--- config.mk ---
export PLATFORM = sky130hd
export DESIGN_NAME = pfbi_host
export DESIGN_NICKNAME = d
export VERILOG_FILES = /design/src/pfbi_pkg.sv /design/src/pfbi_sync_if.sv /design/src/pfbi_sync.sv /design/src/pfbi_host.sv
export SDC_FILE = /design/constraint.sdc
export NUM_CORES = 1
export LEC_CHECK = 0
export ABC_AREA = 1
export BUFFER_PORTS_ARGS = -buffer_cell sky130_fd_sc_hd__buf_2
export CORE_MARGIN = 2
export CORE_UTILIZATION = 50
export DETAILED_ROUTE_END_ITERATION = 12
export GPL_TIMING_DRIVEN = 0
export PLACE_DENSITY = 0.73
export SYNTH_ARGS = -nofsm -noshare
export SYNTH_HDL_FRONTEND = slang
export SYNTH_SLANG_ARGS = --single-unit
export TNS_END_PERCENT = 20
--- constraint.sdc ---
create_clock -name CLOCK -period 1.75 [get_ports CLOCK]
set_clock_uncertainty 0.05 [all_clocks]
set_input_delay 0.0875 -clock CLOCK [delete_from_list [all_inputs] [get_ports CLOCK]]
set_output_delay 0.0875 -clock CLOCK [all_outputs]
set_load 0.05 [all_outputs]
--- src/pfbi_pkg.sv ---
/*
  pfbi_pkg: constants and types for the parallel flash bus host controller.
  assumes a 200 MHz core clock and an asynchronous parallel flash on pins.
*/
`default_nettype none
package pfbi_pkg;
  localparam int unsigned CLK_PERIOD_NS = 5;
  // strobe and settle times in ns, parameters of plain default
  localparam int unsigned T_SETUP_NS    = 20;
  localparam int unsigned T_PULSE_NS    = 40;
  localparam int unsigned T_ACCESS_NS   = 70;
  localparam int unsigned T_RESET_NS    = 500;
  localparam int unsigned T_SETUP_CYC  = (T_SETUP_NS + CLK_PERIOD_NS - 1) / CLK_PERIOD_NS;
  localparam int unsigned T_PULSE_CYC  = (T_PULSE_NS + CLK_PERIOD_NS - 1) / CLK_PERIOD_NS;
  localparam int unsigned T_ACCESS_CYC = (T_ACCESS_NS + CLK_PERIOD_NS - 1) / CLK_PERIOD_NS;
  localparam int unsigned T_RESET_CYC  = (T_RESET_NS + CLK_PERIOD_NS - 1) / CLK_PERIOD_NS;
  localparam int unsigned CNT_W = 8;

  localparam int unsigned ADDR_W = 21;
  localparam int unsigned DATA_W = 16;
  localparam int unsigned REG_AW = 4;

  // register offsets
  localparam logic [REG_AW-1:0] REG_CTRL   = 4'h0;
  localparam logic [REG_AW-1:0] REG_ADDR   = 4'h1;
  localparam logic [REG_AW-1:0] REG_WDATA  = 4'h2;
  localparam logic [REG_AW-1:0] REG_CMD    = 4'h3;
  localparam logic [REG_AW-1:0] REG_RDATA  = 4'h4;
  localparam logic [REG_AW-1:0] REG_STATUS = 4'h5;

  // ctrl fields
  localparam int unsigned CTRL_WORD   = 0;
  localparam int unsigned CTRL_PROT_N = 1;
  localparam int unsigned CTRL_ACCEL  = 2;
  localparam int unsigned CTRL_HVID   = 3;
  localparam int unsigned CTRL_HVRST  = 4;
  localparam logic [4:0]  CTRL_RESET  = 5'h03;

  // command codes
  localparam logic [1:0] CMD_READ  = 2'h1;
  localparam logic [1:0] CMD_WRITE = 2'h2;
  localparam logic [1:0] CMD_RESET = 2'h3;

  // status fields
  localparam int unsigned ST_BUSY  = 0;
  localparam int unsigned ST_READY = 1;

  localparam logic [DATA_W-1:0] DATA_ZERO = 16'h0000;
  localparam logic [7:0]        BYTE_HIGHZ_MASK = 8'h7f;

  typedef enum logic [4:0] {
    PFBI_IDLE  = 5'b00001,
    PFBI_SETUP = 5'b00010,
    PFBI_PULSE = 5'b00100,
    PFBI_HOLD  = 5'b01000,
    PFBI_RST   = 5'b10000
  } pfbi_state_t;
endpackage
`default_nettype wire

--- src/pfbi_sync_if.sv ---
/*
  pfbi_sync_if: carries the synchronised ready level from the input stage.
  assumes one clock domain on the controller side.
*/
`timescale 1ns/10ps
`default_nettype none
interface pfbi_sync_if;
  logic ready;
  modport src (output ready);
  modport dst (input ready);
endinterface
`default_nettype wire

--- src/pfbi_sync.sv ---
/*
  pfbi_sync: three-stage input synchroniser; output changes once stages two and three agree.
  assumes an asynchronous pin input.
*/
`timescale 1ns/10ps
`default_nettype none
module pfbi_sync (
  input  wire logic CLOCK,
  input  wire logic ARST_N,
  input  wire logic pin_in,
  pfbi_sync_if.src  sync
);
  logic [2:0] sh_q;
  logic       lvl_q;

  always_ff @(posedge CLOCK or negedge ARST_N) begin
    if (!ARST_N) begin
      sh_q <= 3'h7;
    end else begin
      sh_q <= {sh_q[1:0], pin_in};
    end
  end

  always_ff @(posedge CLOCK or negedge ARST_N) begin
    if (!ARST_N) begin
      lvl_q <= 1'b1;
    end else if (sh_q[1] == sh_q[2]) begin
      lvl_q <= sh_q[2];
    end
  end

  assign sync.ready = lvl_q;
endmodule // pfbi_sync
`default_nettype wire

--- src/pfbi_host.sv ---
/*
  pfbi_host: host controller driving an asynchronous parallel nor flash by its pins.
  assumes software access over a plain register port; the flash sits on the pins.
*/
`timescale 1ns/10ps
`default_nettype none
// Function
// read: address, chip select and output enable low, write strobe high
// device tri-states data when chip select or output enable high
// write: address, cs low, oe high, data driven, then strobe pulsed low
// device latches address on strobe fall, data on strobe rise
// only commands the device defines are ever written; the host writes any wdata_q value without checking it
// reset pin low for minimum time returns device to read mode
// device holds ready/busy low during reset recovery from program or erase
// system reset drives the device reset pin
// reset and chip select high put device in standby
// active mode: oe high tri-states data, oe low drives data
// width select high: word mode on all sixteen lines
// width select low: low byte only, line 15 is sub-word address
// protect pin low guards the two outermost boot sectors
// protect pin high: boot sectors keep their stored protection
// protect pin at high voltage: accelerated programming
// protect pin at high voltage: every sector unprotected
// lock status id read returns 01h or 00h
// security indicator id read returns 99h or 19h
// bottom-boot security sector is 256 bytes at low addresses
// reset pin at high voltage unprotects temporarily
// manufacturer id read on low byte
// device code read; upper byte tri-stated in byte mode
// ready/busy high when idle
module pfbi_host
  import pfbi_pkg::*;
(
  input  wire logic              CLOCK,
  input  wire logic              ARST_N,
  input  wire logic [REG_AW-1:0] REG_ADDR_IN,
  input  wire logic [31:0]       REG_WDATA_IN,
  input  wire logic              REG_WR,
  input  wire logic              REG_RD,
  output var  logic [31:0]       REG_RDATA_OUT,
  output var  logic [ADDR_W-1:0] FL_ADDR,
  output var  logic              FL_CS_N,
  output var  logic              FL_WE_N,
  output var  logic              FL_OE_N,
  output var  logic              FL_RESET_N,
  output var  logic              FL_RESET_HV,
  output var  logic              FL_WORD_SEL,
  output var  logic              FL_PROTECT_ACCEL_PIN,
  output var  logic              FL_PROTECT_ACCEL_HV,
  output var  logic              FL_ID_HV,
  output var  logic [DATA_W-1:0] FL_DQ_OUT,
  output var  logic [DATA_W-1:0] FL_DQ_OE_N,
  input  wire logic [DATA_W-1:0] FL_DQ_IN,
  input  wire logic              FL_READY_BUSY_OUT
);
  pfbi_state_t       state_q;
  logic [4:0]        ctrl_q;
  logic [ADDR_W:0]   addr_q; // byte address in byte mode
  logic [DATA_W-1:0] wdata_q;
  logic [DATA_W-1:0] rdata_q;
  logic [CNT_W-1:0]  cnt_q;
  logic              is_write_q;
  logic              rst_rel_q;
  logic              go_rd;
  logic              go_wr;
  logic              go_rst;
  logic              pin_ready;
  pfbi_sync_if       ry_if ();

  pfbi_sync u_sync (
    .CLOCK  (CLOCK),
    .ARST_N (ARST_N),
    .pin_in (FL_READY_BUSY_OUT),
    .sync   (ry_if.src)
  );
  assign pin_ready = ry_if.ready;

  assign go_rd  = REG_WR && (REG_ADDR_IN == REG_CMD) && (REG_WDATA_IN[1:0] == CMD_READ);
  assign go_wr  = REG_WR && (REG_ADDR_IN == REG_CMD) && (REG_WDATA_IN[1:0] == CMD_WRITE);
  assign go_rst = REG_WR && (REG_ADDR_IN == REG_CMD) && (REG_WDATA_IN[1:0] == CMD_RESET);

  // configuration registers; writes ignored while busy
  always_ff @(posedge CLOCK or negedge ARST_N) begin
    if (!ARST_N) begin
      ctrl_q  <= CTRL_RESET;
      addr_q  <= '0;
      wdata_q <= DATA_ZERO;
    end else if (REG_WR && state_q == PFBI_IDLE) begin
      if (REG_ADDR_IN == REG_CTRL) begin
        ctrl_q <= REG_WDATA_IN[4:0];
      end else if (REG_ADDR_IN == REG_ADDR) begin
        addr_q <= REG_WDATA_IN[ADDR_W:0];
      end else if (REG_ADDR_IN == REG_WDATA) begin
        wdata_q <= REG_WDATA_IN[DATA_W-1:0];
      end
    end
  end

  // bus cycle sequencer
  always_ff @(posedge CLOCK or negedge ARST_N) begin
    if (!ARST_N) begin
      state_q    <= PFBI_RST;
      cnt_q      <= '0;
      is_write_q <= 1'b0;
      rst_rel_q  <= 1'b0;
    end else begin
      case (state_q)
        PFBI_IDLE: begin
          cnt_q <= '0;
          if (go_rd || go_wr) begin
            is_write_q <= go_wr;
            state_q    <= PFBI_SETUP;
          end else if (go_rst) begin
            rst_rel_q <= 1'b0;
            state_q   <= PFBI_RST;
          end
        end
        PFBI_SETUP: begin
          if (cnt_q == CNT_W'(T_SETUP_CYC - 1)) begin
            cnt_q   <= '0;
            state_q <= PFBI_PULSE;
          end else begin
            cnt_q <= cnt_q + 1'b1;
          end
        end
        PFBI_PULSE: begin
          if (cnt_q == CNT_W'((is_write_q ? T_PULSE_CYC : T_ACCESS_CYC) - 1)) begin
            cnt_q   <= '0;
            state_q <= PFBI_HOLD;
          end else begin
            cnt_q <= cnt_q + 1'b1;
          end
        end
        PFBI_HOLD: begin
          if (cnt_q == CNT_W'(T_SETUP_CYC - 1)) begin
            state_q <= PFBI_IDLE;
          end else begin
            cnt_q <= cnt_q + 1'b1;
          end
        end
        PFBI_RST: begin
          if (!rst_rel_q) begin
            if (cnt_q == CNT_W'(T_RESET_CYC - 1)) begin
              cnt_q     <= '0;
              rst_rel_q <= 1'b1;
            end else begin
              cnt_q <= cnt_q + 1'b1;
            end
          end else if (pin_ready) begin
            state_q <= PFBI_IDLE;
          end
        end
        default: state_q <= PFBI_IDLE;
      endcase
    end
  end

  // pin drive
  always_ff @(posedge CLOCK or negedge ARST_N) begin
    if (!ARST_N) begin
      FL_ADDR    <= '0;
      FL_CS_N    <= 1'b1;
      FL_WE_N    <= 1'b1;
      FL_OE_N    <= 1'b1;
      FL_RESET_N <= 1'b0;
      FL_DQ_OUT  <= DATA_ZERO;
      FL_DQ_OE_N <= '1;
    end else begin
      FL_ADDR    <= ctrl_q[CTRL_WORD] ? addr_q[ADDR_W-1:0] : addr_q[ADDR_W:1];
      FL_RESET_N <= (state_q != PFBI_RST) || rst_rel_q;
      FL_CS_N    <= !(state_q == PFBI_SETUP || state_q == PFBI_PULSE
                      || state_q == PFBI_HOLD);
      FL_WE_N    <= !(is_write_q && state_q == PFBI_PULSE);
      FL_OE_N    <= !(!is_write_q && state_q == PFBI_PULSE);
      if (is_write_q && state_q != PFBI_IDLE && state_q != PFBI_RST) begin
        if (ctrl_q[CTRL_WORD]) begin
          FL_DQ_OUT  <= wdata_q;
          FL_DQ_OE_N <= '0;
        end else begin
          FL_DQ_OUT  <= {addr_q[0], 7'h00, wdata_q[7:0]};
          FL_DQ_OE_N <= {1'b0, BYTE_HIGHZ_MASK[6:0], 8'h00};
        end
      end else begin
        FL_DQ_OUT  <= {addr_q[0] & ~ctrl_q[CTRL_WORD], 15'h0000};
        FL_DQ_OE_N <= {ctrl_q[CTRL_WORD], 15'h7fff};
      end
    end
  end

  // mode pins
  always_ff @(posedge CLOCK or negedge ARST_N) begin
    if (!ARST_N) begin
      FL_WORD_SEL          <= 1'b1;
      FL_PROTECT_ACCEL_PIN <= 1'b0;
      FL_PROTECT_ACCEL_HV  <= 1'b0;
      FL_ID_HV             <= 1'b0;
      FL_RESET_HV          <= 1'b0;
    end else begin
      FL_WORD_SEL          <= ctrl_q[CTRL_WORD];
      FL_PROTECT_ACCEL_PIN <= ctrl_q[CTRL_PROT_N];
      FL_PROTECT_ACCEL_HV  <= ctrl_q[CTRL_ACCEL];
      FL_ID_HV             <= ctrl_q[CTRL_HVID];
      FL_RESET_HV          <= ctrl_q[CTRL_HVRST];
    end
  end

  // read capture at end of access window
  always_ff @(posedge CLOCK or negedge ARST_N) begin
    if (!ARST_N) begin
      rdata_q <= DATA_ZERO;
    end else if (!is_write_q && state_q == PFBI_PULSE
                 && cnt_q == CNT_W'(T_ACCESS_CYC - 1)) begin
      rdata_q <= ctrl_q[CTRL_WORD] ? FL_DQ_IN : {8'h00, FL_DQ_IN[7:0]};
    end
  end

  // register read port
  always_ff @(posedge CLOCK or negedge ARST_N) begin
    if (!ARST_N) begin
      REG_RDATA_OUT <= '0;
    end else if (REG_RD) begin
      if (REG_ADDR_IN == REG_CTRL) begin
        REG_RDATA_OUT <= {27'h0, ctrl_q};
      end else if (REG_ADDR_IN == REG_ADDR) begin
        REG_RDATA_OUT <= {10'h0, addr_q};
      end else if (REG_ADDR_IN == REG_WDATA) begin
        REG_RDATA_OUT <= {16'h0, wdata_q};
      end else if (REG_ADDR_IN == REG_RDATA) begin
        REG_RDATA_OUT <= {16'h0, rdata_q};
      end else if (REG_ADDR_IN == REG_STATUS) begin
        REG_RDATA_OUT <= {30'h0, pin_ready, state_q != PFBI_IDLE};
      end else begin
        REG_RDATA_OUT <= '0;
      end
    end else begin
      REG_RDATA_OUT <= '0;
    end
  end

  write_we_a: assert property (@(posedge CLOCK) disable iff (!ARST_N)
    !FL_WE_N |-> (!FL_CS_N && FL_OE_N && FL_DQ_OE_N[0] == 1'b0))
    else $error("write strobe without cs, oe high or data driven");
  read_oe_a: assert property (@(posedge CLOCK) disable iff (!ARST_N)
    !FL_OE_N |-> (!FL_CS_N && FL_WE_N && FL_DQ_OE_N[7:0] == 8'hff))
    else $error("read without cs low or with data driven");
  byte_hz_a: assert property (@(posedge CLOCK) disable iff (!ARST_N)
    !FL_WORD_SEL |-> FL_DQ_OE_N[14:8] == 7'h7f)
    else $error("upper lines driven in byte mode");
  byte_a1_a: assert property (@(posedge CLOCK) disable iff (!ARST_N)
    !FL_WORD_SEL |-> !FL_DQ_OE_N[15])
    else $error("sub-word address line not driven in byte mode");
  rst_pulse_a: assert property (@(posedge CLOCK) disable iff (!ARST_N)
    $fell(FL_RESET_N) |-> !FL_RESET_N [*8])
    else $error("reset pulse too short");
  rst_idle_a: assert property (@(posedge CLOCK) disable iff (!ARST_N)
    (state_q == PFBI_RST && rst_rel_q && !pin_ready) |=> state_q == PFBI_RST)
    else $error("left reset while device busy");
  wdata_hold_a: assert property (@(posedge CLOCK) disable iff (!ARST_N)
    $rose(FL_WE_N) |-> (FL_DQ_OUT == $past(FL_DQ_OUT) && !FL_CS_N))
    else $error("data changed at write strobe rise");
  sysrst_a: assert property (@(posedge CLOCK) disable iff (!ARST_N)
    $rose(ARST_N) |-> !FL_RESET_N)
    else $error("flash reset not held after system reset");
  we_oe_a: assert property (@(posedge CLOCK) disable iff (!ARST_N)
    !(!FL_WE_N && !FL_OE_N))
    else $error("write and output enable both low");
  cov_rd_c: cover property (@(posedge CLOCK) disable iff (!ARST_N) $fell(FL_OE_N));
  cov_wr_c: cover property (@(posedge CLOCK) disable iff (!ARST_N) $rose(FL_WE_N));
  cov_rst_c: cover property (@(posedge CLOCK) disable iff (!ARST_N) $rose(FL_RESET_N));
endmodule // pfbi_host
`default_nettype wire

==> implementation parameters, run 1 <==
Parameter                              Value

Status
  Outcome    completed

Die
  Horizontal extent of the die    119 µm
  Die footprint    14200 µm²
  Number of rows created at floorplan    42
  Starting density of the core    50.6%
  Floorplan core area    13100 µm²
  Die boundary height    119 µm
  Count of boundary I/O pins    151

Clock network
  CTS tree    yes
  Htree depth    4
  Number of buffers added for setup after CTS    0
  Largest buffer count on any clock path    2
  Clock tree root buffer cell    sky130_fd_sc_hd__clkbuf_16
  Total number of clock tree sinks    149
  Worst-skew pair later-pin latency    0.44 ns
  CTS buffer count    17
  Clk pin slew, worst setup/hold paths    0.07 ns

Final layout
  Antenna diode count    0
  Final Instance Count excl. Fillers    1127
  Fin area    8610 µm²
  Final Net Count    997
  Highest-count cells in the layout ignoring fill and taps    184 x sky130_fd_sc_hd__nand2_1, 140 x sky130_fd_sc_hd__buf_2, 134 x sky130_fd_sc_hd__dfrtp_1
  Area added between synthesis and finish    29.5%
  Core Util, Final    65.6%
  Most common cell after layout, fill and taps aside    sky130_fd_sc_hd__nand2_1
  Ratio of cells with drive above 1 in the final layout    28.8%

Global routing
  Grt ovf    0
  Overall global routing resource usage    25.5%
  Number of global-route vias before repair    5450
  Wire length of the first global-routing pass    27.8 mm
  Number of antenna violations at the first check in global routing    0
  Pin count of the biggest net entering global routing    79

Yosys
  Mapped cell area    6650 µm²
  Portion of netlist area occupied by mux cells    0%
  Cell accounting for the most synthesized area    sky130_fd_sc_hd__dfrtp_1
  Number of synthesis warnings    0
  Post-synthesis instance total    738
  Share of the yosys chip area belonging to registers    56.3%
  Synthesized-area fraction occupied by xor and xnor cells    0.132%
  Compound-cell area share of the yosys netlist    10.8%
  Number of synthesized register bits    149
  Ranking of synthesized cells by area    sky130_fd_sc_hd__dfrtp_1 51%, sky130_fd_sc_hd__nand2_1 10%, sky130_fd_sc_hd__dfstp_2 5.5%, sky130_fd_sc_hd__inv_1 4.5%, sky130_fd_sc_hd__nor2_1 3.5%
  Post-synthesis share of cell area spent on and, or, nand and nor gates    22.1%
  Adder-Cell Fraction of Synth Area    0.527%
  Synthesized area per cell    9.01 µm²
  Distinct cell type count of the synthesized netlist    36
  Combinational family with the most area after synthesis    simple AND/OR/NAND/NOR gates
  Portion of synthesized cell area occupied by the leading cell type    50.8%

Timing
  Fraction of the cycle the final worst path needs    96.0%
  Fin. max-slew vios    0
  Min Clock Period, post-route    1.68 ns
  Slew @ Worst Pin    0.709 ns
  Worst setup slack after layout    0.0694 ns
  Hold violation total from the final report    0
  Maximum operating frequency    0.595 GHz
  Final setup viols    0
  Slew HR    52.8%
  RSZ-0062 raised after global routing    true

Run
  Number of maximum-capacitance violations    0

Drt
  Detailed Route WL    17.4 mm
  Residual antenna-violating net count after detailed routing    0
  Detailed-route vias per instance    5.06
  DRC Markers    0
  DR iter-0 viols    594
  Pre-Repair DR Iteration Count    6
  Final routed wire length divided by cell count    15.5 µm
  Total number of vias    5708

Critical path
  Startpoint of the worst-slack reg-to-reg timing path    ctrl_q[0]
  Logic depth of the worst register-to-register path    4
  Biggest fanout along the worst timing path    10
  Worst path required time    2.06 ns
  Arrival time of the worst setup path    1.99 ns
  Critical path capture point type    register
  Endpoint of the lowest-slack register-to-register path    FL_DQ_OUT[12]
  Type of the worst setup path    reg2reg
  CP startpoint kind    register
  Setup slack on the worst flop-to-flop path    0.07 ns

Min path
  Min-Delay Path Class    in2reg
  Destination of the worst hold path    REG_RDATA_OUT[5]
  Hold Startpoint    REG_ADDR_IN[1]
  Hold Path Stages    4

Power
  Combinational group share of total power    29.6%
  Highest ir drop seen on vdd    818 µV
  Sequential Power Share    40.4%
  Net switching power of the design    0.00476 W
  Internal power    0.00734 W
  Leakage power    4.36 nW
  Areal power density over the cells    1400 nW/µm²
  Switching share of total power    39.4%
  Share of power burned in the clock network    30.0%

Place
  DP Worst Slack    -0.0153 ns
  IO buf count    130
  Placed Cells    1054
  Detailed-placement wirelength estimate    11.6 mm
  Placed Area    7590 µm²
  Final weighted congestion in routability-driven placement    0.917
==> cells in the mapped netlist (all sizes together) <==
cell	count
nand4	24
dfstp	14
conb	1
nor3	4
nand3	32
clkbuf	12
xor2	1
buf	40
inv	87
nand2	189
a21oi	19
o21ai	83
nand3b	1
o22ai	3
a31oi	11
ha	2
maj3	1
dfrtp	135
o221ai	4
a41oi	1
nor2	74
==> layout make-up <==
cell class | instances | area [µm²]
tap | 176 | 220
inverter | 87 | 327
buffer | 52 | 349
timing repair buffer | 172 | 1090
sequential | 149 | 3750
clock inverter | 13 | 135
fill | 1088 | 4520
multi-input combinational | 459 | 2290
clock buffer | 19 | 453
==> critical path: stages (launching register included) <==
cell,delay (ns)
sky130_fd_sc_hd__dfstp_2,0.53
sky130_fd_sc_hd__clkbuf_1,0.38
sky130_fd_sc_hd__clkbuf_2,0.38
sky130_fd_sc_hd__nand2_1,0.12
sky130_fd_sc_hd__nor2_1,0.16
==> cell families after synthesis <==
group	count (synthesis)
flops	149
other cells	1
simple gates	324
buf+inv	139
xor+xnor	1
fa+ha+maj	3
compound gates	121
==> power groups by stage <==
stage               sequential [W]  clock, W  combinational [W]
global route               0.00497   0.00383            0.00387
detailed placement         0.00491         0            0.00344
CTS                        0.00486   0.00365            0.00355
finish                     0.00488   0.00363            0.00358
global placement           0.00489         0            0.00337
floorplan                  0.00589         0            0.00146
==> per-stage QoR <==
step           hold slack [ns]  total power (W)  TNS, ns
3_3_place_gp             0.152          0.00827  -220.67
4_1_cts                 0.0181           0.0121        0
3_5_place_dp             0.120          0.00836  -0.0153
6_report                0.0319           0.0121        0
2_1_floorplan           -0.258          0.00736        0
5_1_grt                 0.0610           0.0127  -0.0200
==> metal layers <==
layer	vias up	GRT usage [%]	wire, µm
li1	2736	-	-
met1	2692	33.3	7590
met5	-	0	0
met2	223	41.1	8370
met3	57	6.18	926
met4	0	10.1	560
==> worst max-delay path by stage <==
stage / from / endpoint / slack (ns) / cells past startpoint
3_3_place_gp: ARST_N / FL_DQ_OUT[10] / -1.57 / 1
4_1_cts: cnt_q[0] / state_q[2] / 0.003 / 9
2_1_floorplan: cnt_q[0] / state_q[2] / 0.27 / 9
6_report: ctrl_q[0] / FL_DQ_OUT[12] / 0.07 / 4
3_5_place_dp: ctrl_q[0] / FL_DQ_OUT[14] / -0.02 / 4
5_1_grt: state_q[2] / addr_q[19] / -0.01 / 7
==> timing repair <==
action | 4_1_cts | 5_1_grt
endpoints found under the setup margin | 6 | 32
hold buffers | 41 | 0
resized for setup | 2 | 12
hold endpoints to repair | 136 | 0
==> sequential cells by signal (all words and copies together) (netlist names), 3 cells and up <==
signal and cells:
FL_ADDR 21, FL_DQ_OE_N 3, FL_DQ_OUT 16, REG_RDATA_OUT 22, addr_q 22, cnt_q 8, ctrl_q 5, rdata_q 16
state_q 5, u_sync.sh_q 3, wdata_q 16
(Power assumes the default switching activity.)
==> run 2: changes to the inputs <==
- clock period: 1.75 -> 2.13 ns (I/O delays scaled with it)
==> implementation parameters, run 2 (synthesized netlist as in run 1, its figures left out) <==
Parameter                              Value

Die
  Count of boundary I/O pins    151
  Starting density of the core    50.6%
  Horizontal extent of the die    119 µm
  Die footprint    14200 µm²
  Die boundary height    119 µm
  Number of rows created at floorplan    42
  Floorplan core area    13100 µm²

Place
  Final weighted congestion in routability-driven placement    0.917
  Detailed-placement wirelength estimate    11.6 mm
  Placed Area    7590 µm²
  IO buf count    130
  Placed Cells    1054

Drt
  Pre-Repair DR Iteration Count    8
  DRC Markers    0
  DR iter-0 viols    616
  Detailed-route vias per instance    5.01
  Residual antenna-violating net count after detailed routing    0
  Total number of vias    5642
  Detailed Route WL    17.3 mm
  Final routed wire length divided by cell count    15.4 µm

Timing
  Min Clock Period, post-route    1.87 ns
  Slew @ Worst Pin    0.707 ns
  Maximum operating frequency    0.535 GHz
  Slew HR    52.9%
  RSZ-0062 raised after global routing    false
  Final setup viols    0
  Setup tns final    0 ns
  Fraction of the cycle the final worst path needs    87.8%
  Fin. max-slew vios    0
  Hold violation total from the final report    0

Global routing
  Wire length of the first global-routing pass    27.7 mm
  Pin count of the biggest net entering global routing    79
  Grt ovf    0
  Overall global routing resource usage    25.4%
  Number of antenna violations at the first check in global routing    0
  Number of global-route vias before repair    5438

Power
  Highest ir drop seen on vdd    664 µV
  Areal power density over the cells    1150 nW/µm²
  Leakage power    4.32 nW

Final layout
  Ratio of cells with drive above 1 in the final layout    28.1%
  Final Instance Count excl. Fillers    1126
  Core Util, Final    65.3%
  Final Net Count    996
  Highest-count cells in the layout ignoring fill and taps    185 x sky130_fd_sc_hd__nand2_1, 141 x sky130_fd_sc_hd__buf_2, 135 x sky130_fd_sc_hd__dfrtp_1
  Area added between synthesis and finish    29.0%
  Antenna diode count    0
  Largest registers    REG_RDATA_OUT x22, addr_q x22, FL_ADDR x21
  Most common cell after layout, fill and taps aside    sky130_fd_sc_hd__nand2_1
  Fin area    8580 µm²

Clock network
  CTS tree    yes
  Post-CTS Resized    0
  Worst-skew pair later-pin latency    0.44 ns
  Largest buffer count on any clock path    2
  CTS buffer count    17
  Clk pin slew, worst setup/hold paths    0.07 ns
  Htree depth    4
  Clock tree root buffer cell    sky130_fd_sc_hd__clkbuf_16
  Total number of clock tree sinks    149

Critical path
  Worst path required time    2.44 ns
  Arrival time of the worst setup path    2.18 ns
  Type of the worst setup path    reg2reg
  Critical path capture point type    register
  CP startpoint kind    register
  Biggest fanout along the worst timing path    10

Min path
  Min-Delay Path Class    in2reg

Status
  Outcome    completed

Run
  Number of maximum-capacitance violations    0
-- run 2: final cells by class --
cell class / count / area (µm²)
clock buffer: 19 / 453
clock inverter: 13 / 135
multi-input combinational: 459 / 2270
fill: 1095 / 4560
buffer: 52 / 340
inverter: 87 / 327
sequential: 149 / 3750
tap: 176 / 220
timing repair buffer: 171 / 1080
-- run 2: repair_timing --
action,in CTS,in global routing
hold buffers,40,0
buffers inserted,0,0
endpoints found under the hold margin,133,0
-- run 2: routing by layer --
layer	up-vias	track usage, %	routed length, µm
met1	2654	33.3	7430
li1	2738	-	-
met5	-	0	0
met4	0	9.85	502
met3	43	6.18	1040
met2	207	41.1	8330
-- run 2: critical path: stages (launching register included) --
cell and delay [ns]:
sky130_fd_sc_hd__dfstp_2 0.53, sky130_fd_sc_hd__clkbuf_1 0.37, sky130_fd_sc_hd__clkbuf_1 0.54, sky130_fd_sc_hd__nand2_1 0.14, sky130_fd_sc_hd__nor2_1 0.17
-- run 2: worst paths after layout --
path	end	slack, ns	cells past startpoint	start
worst min register to register	u_sync.sh_q[1]	0.31	0	u_sync.sh_q[0]
worst min-delay path	ctrl_q[0]	0.02	3	REG_WDATA_IN[0]
worst max register to register	FL_DQ_OUT[12]	0.26	4	ctrl_q[0]
min in group asynchronous	cnt_q[7]	0.24	2	ARST_N
worst max-delay path	FL_DQ_OUT[12]	0.26	4	ctrl_q[0]
max in group asynchronous	FL_DQ_OE_N[7]	0.98	3	ARST_N
-- run 2: metrics by stage --
stage	hold WS, ns	power [W]	setup slack [ns]
2_1_floorplan	-0.239	0.00604	0.646
3_3_place_gp	0.171	0.00679	-1.21
3_5_place_dp	0.139	0.00687	0.365
4_1_cts	0.00574	0.00991	0.327
5_1_grt	0.0304	0.0104	0.169
6_report	0.0242	0.00990	0.260
-- run 2: power breakdown --
group / leakage, nW / switching (W) / total (W) / internal, W
Clock: 0.289 / 0.00127 / 0.00298 / 0.00171
Sequential: 1.85 / 0.000461 / 0.00401 / 0.00355
Combinational: 2.19 / 0.00216 / 0.00292 / 0.000759
==> run 3: changes to the inputs <==
- SYNTH_HIERARCHICAL: default -> 1
==> implementation parameters, run 3 <==
Parameter                              Value

Status
  Outcome    completed

Place
  IO buf count    130
  Detailed-placement wirelength estimate    11.3 mm
  Placed Area    7560 µm²
  Placed Cells    1061
  Final weighted congestion in routability-driven placement    0.892

Timing
  Slew HR    61.4%
  Fin. max-slew vios    0
  Min Clock Period, post-route    1.83 ns
  Slew @ Worst Pin    0.579 ns
  RSZ-0062 raised after global routing    false
  Fraction of the cycle the final worst path needs    86.0%
  Final setup viols    0
  Hold violation total from the final report    0
  Setup tns final    0 ns
  Maximum operating frequency    0.546 GHz

Yosys
  Share of the yosys chip area belonging to registers    56.6%
  Synth top cells by count    180 x sky130_fd_sc_hd__nand2_1, 135 x sky130_fd_sc_hd__dfrtp_1, 80 x sky130_fd_sc_hd__inv_1, 72 x sky130_fd_sc_hd__nor2_1, 38 x sky130_fd_sc_hd__o21ai_0
  Mapped cell area    6620 µm²
  Number of synthesized register bits    149
  Distinct cell type count of the synthesized netlist    32
  Post-synth EDFFs    0
  Cell accounting for the most synthesized area    sky130_fd_sc_hd__dfrtp_1
  Number of synthesis warnings    6
  Ranking of synthesized cells by area    sky130_fd_sc_hd__dfrtp_1 51%, sky130_fd_sc_hd__nand2_1 10%, sky130_fd_sc_hd__dfstp_2 5.6%, sky130_fd_sc_hd__inv_1 4.5%, sky130_fd_sc_hd__nor2_1 4.1%
  Fraction of registers with async set or reset after synthesis    100%
  Post-synthesis instance total    745
  Most frequently used flop master after synthesis    sky130_fd_sc_hd__dfrtp_1
  Synthesized area per cell    8.89 µm²
  Most instantiated library cell after synthesis    sky130_fd_sc_hd__nand2_1
  Portion of synthesized cell area occupied by the leading cell type    51.0%

Clock network
  Total number of clock tree sinks    149
  Number of buffers added for setup after CTS    0
  Worst-skew pair later-pin latency    0.42 ns
  Clock tree root buffer cell    sky130_fd_sc_hd__clkbuf_16
  Clk pin slew, worst setup/hold paths    0.06 ns
  Htree depth    4
  CTS tree    yes
  CTS buffer count    17
  Post-CTS Resized    0
  Largest buffer count on any clock path    2

Min path
  Min-Delay Path Class    in2reg
  Hold Startpoint    REG_WDATA_IN[0]

Die
  Floorplan core area    13100 µm²
  Count of boundary I/O pins    151
  Number of rows created at floorplan    42
  Die footprint    14200 µm²
  Starting density of the core    50.6%
  Die boundary height    119 µm
  Horizontal extent of the die    119 µm

Final layout
  Highest-count cells in the layout ignoring fill and taps    180 x sky130_fd_sc_hd__nand2_1, 139 x sky130_fd_sc_hd__buf_2, 135 x sky130_fd_sc_hd__dfrtp_1
  Multi-input gate area    2230 µm²
  Ratio of cells with drive above 1 in the final layout    26.6%
  Fin area    8570 µm²
  Largest registers    REG_RDATA_OUT x22, addr_q x22, FL_ADDR x21
  Antenna diode count    0
  Area added between synthesis and finish    29.4%
  Final Instance Count excl. Fillers    1133
  Total of fill cells in the finished design    1047
  Final Net Count    1003
  Register area    3750 µm²
  Core Util, Final    65.5%
  Most common cell after layout, fill and taps aside    sky130_fd_sc_hd__nand2_1

Drt
  Total number of vias    5576
  Detailed Route WL    16.2 mm
  DR iter-0 viols    419
  Detailed-route vias per instance    4.92
  DRC Markers    0
  Pre-Repair DR Iteration Count    5
  Final routed wire length divided by cell count    14.3 µm
  Residual antenna-violating net count after detailed routing    0

Global routing
  Grt ovf    0
  Number of antenna violations at the first check in global routing    0
  Pin count of the biggest net entering global routing    90
  Overall global routing resource usage    24.4%
  Number of global-route vias before repair    5571
  Wire length of the first global-routing pass    27.1 mm

Critical path
  Cell at the slowest stage of the critical path    sky130_fd_sc_hd__dfstp_2
  Setup slack on the worst flop-to-flop path    0.30 ns
  Type of the worst setup path    reg2reg
  Termination of the worst setup path    rdata_q[11]
  CP delay by family, top    buffers and inverters
  Startpoint of the worst-slack reg-to-reg timing path    ctrl_q[0]
  CP startpoint kind    register
  List of cells traversed by the critical path    clkbuf_1 > clkbuf_1 > nand2_1 > o21ai_0
  Worst path required time    2.42 ns
  Number of cells on the critical path    4
  Delay contributed by the slowest stage of the critical path    0.53 ns
  Critical path buffers and inverters    2
  CP dominant cell by count    sky130_fd_sc_hd__clkbuf_1
  Critical path origin    ctrl_q[0]
  Logic depth of the worst register-to-register path    4
  Endpoint of the lowest-slack register-to-register path    rdata_q[11]
  Biggest fanout along the worst timing path    10
  Arrival time of the worst setup path    2.12 ns
  Critical path capture point type    register

Power
  Combinational group share of total power    28.9%
  Share of power burned in the clock network    30.8%
  Areal power density over the cells    1160 nW/µm²
  Sequential Power Share    40.3%
  Highest ir drop seen on vdd    509 µV
  Net switching power of the design    0.00373 W
  Switching share of total power    37.6%
  Internal power    0.00621 W
  Leakage power    4.33 nW

Run
  Number of maximum-capacitance violations    0
[run 3: changes by cell type after synthesis, sizes merged, moves of 3 or more]
cell | before | now
a21oi | 19 | 27
nand2 | 189 | 184
nand3 | 32 | 38
nand4 | 24 | 21
nor2 | 74 | 85
o21ai | 83 | 73
[run 3: kinds of logic after synthesis]
| family | count (synthesis) | share of synthesized area (%) |
|---|---|---|
| buffers and inverters | 140 | 10.2 |
| and+or+nand+nor | 331 | 22.4 |
| AOI/OAI and AO/OA | 119 | 10.0 |
| xor gates and xnor gates | 3 | 0.397 |
| DFF | 149 | 56.6 |
| adders and majority gates | 2 | 0.378 |
| other | 1 | 0.0566 |
[run 3: metal layers]
metal / vias to the layer above / share of wire (%) / wire [µm] / GRT usage (%)
met1: 2602 / 43 / 6950 / 31.7
met5: - / 0 / 0 / 0
met3: 21 / 6.7 / 1080 / 5.22
met2: 208 / 49 / 7930 / 40.7
li1: 2745 / - / - / -
met4: 0 / 1.6 / 266 / 8.41
[run 3: area by class of cell]
class                   count  area share [%]
well taps                 176            2.57
clock buffers              20            5.33
multi-input cells         465            26.1
plain buffers              51            3.96
inverters                  89            3.93
repair buffers            171            12.7
clock inverters            12            1.78
flip-flops and latches    149            43.7
[run 3: tightest hold or removal path: stages]
cell,delay [ns]
sky130_fd_sc_hd__buf_2,0.12
sky130_fd_sc_hd__inv_1,0.15
sky130_fd_sc_hd__o21ai_0,0.11
[run 3: repair_timing]
item,CTS,global route
endpoints found under the setup margin,0,0
hold endpoints to repair,124,0
hold buffers,40,0
[run 3: power by group through the flow]
stage	clock [W]	sequential, W	combinational, W
detailed placement	0	0.00403	0.00279
finish	0.00307	0.00400	0.00287
CTS	0.00309	0.00399	0.00287
global route	0.00323	0.00408	0.00314
floorplan	0	0.00485	0.00119
global placement	0	0.00403	0.00273
[run 3: through the flow]
stage / setup WS (ns) / total power (W) / hold slack [ns]
finish: 0.298 / 0.00994 / 0.0259
global route: 0.121 / 0.0105 / 0.0338
CTS: 0.324 / 0.00995 / 0.0151
detailed placement: 0.343 / 0.00682 / 0.0735
global placement: -1.15 / 0.00676 / 0.162
floorplan: 0.612 / 0.00604 / -0.239
[run 3: worst min path at each step]
| stage | slack (ns) | cells after the start | endpoint |
|---|---|---|---|
| after floorplan | -0.24 | 0 | FL_ADDR[0] |
| after global placement | 0.16 | 1 | u_sync/sh_q[0] |
| after detailed placement | 0.07 | 1 | state_q[2] |
| after CTS | 0.02 | 3 | ctrl_q[0] |
| after global routing | 0.03 | 3 | addr_q[0] |
| final | 0.03 | 3 | ctrl_q[0] |
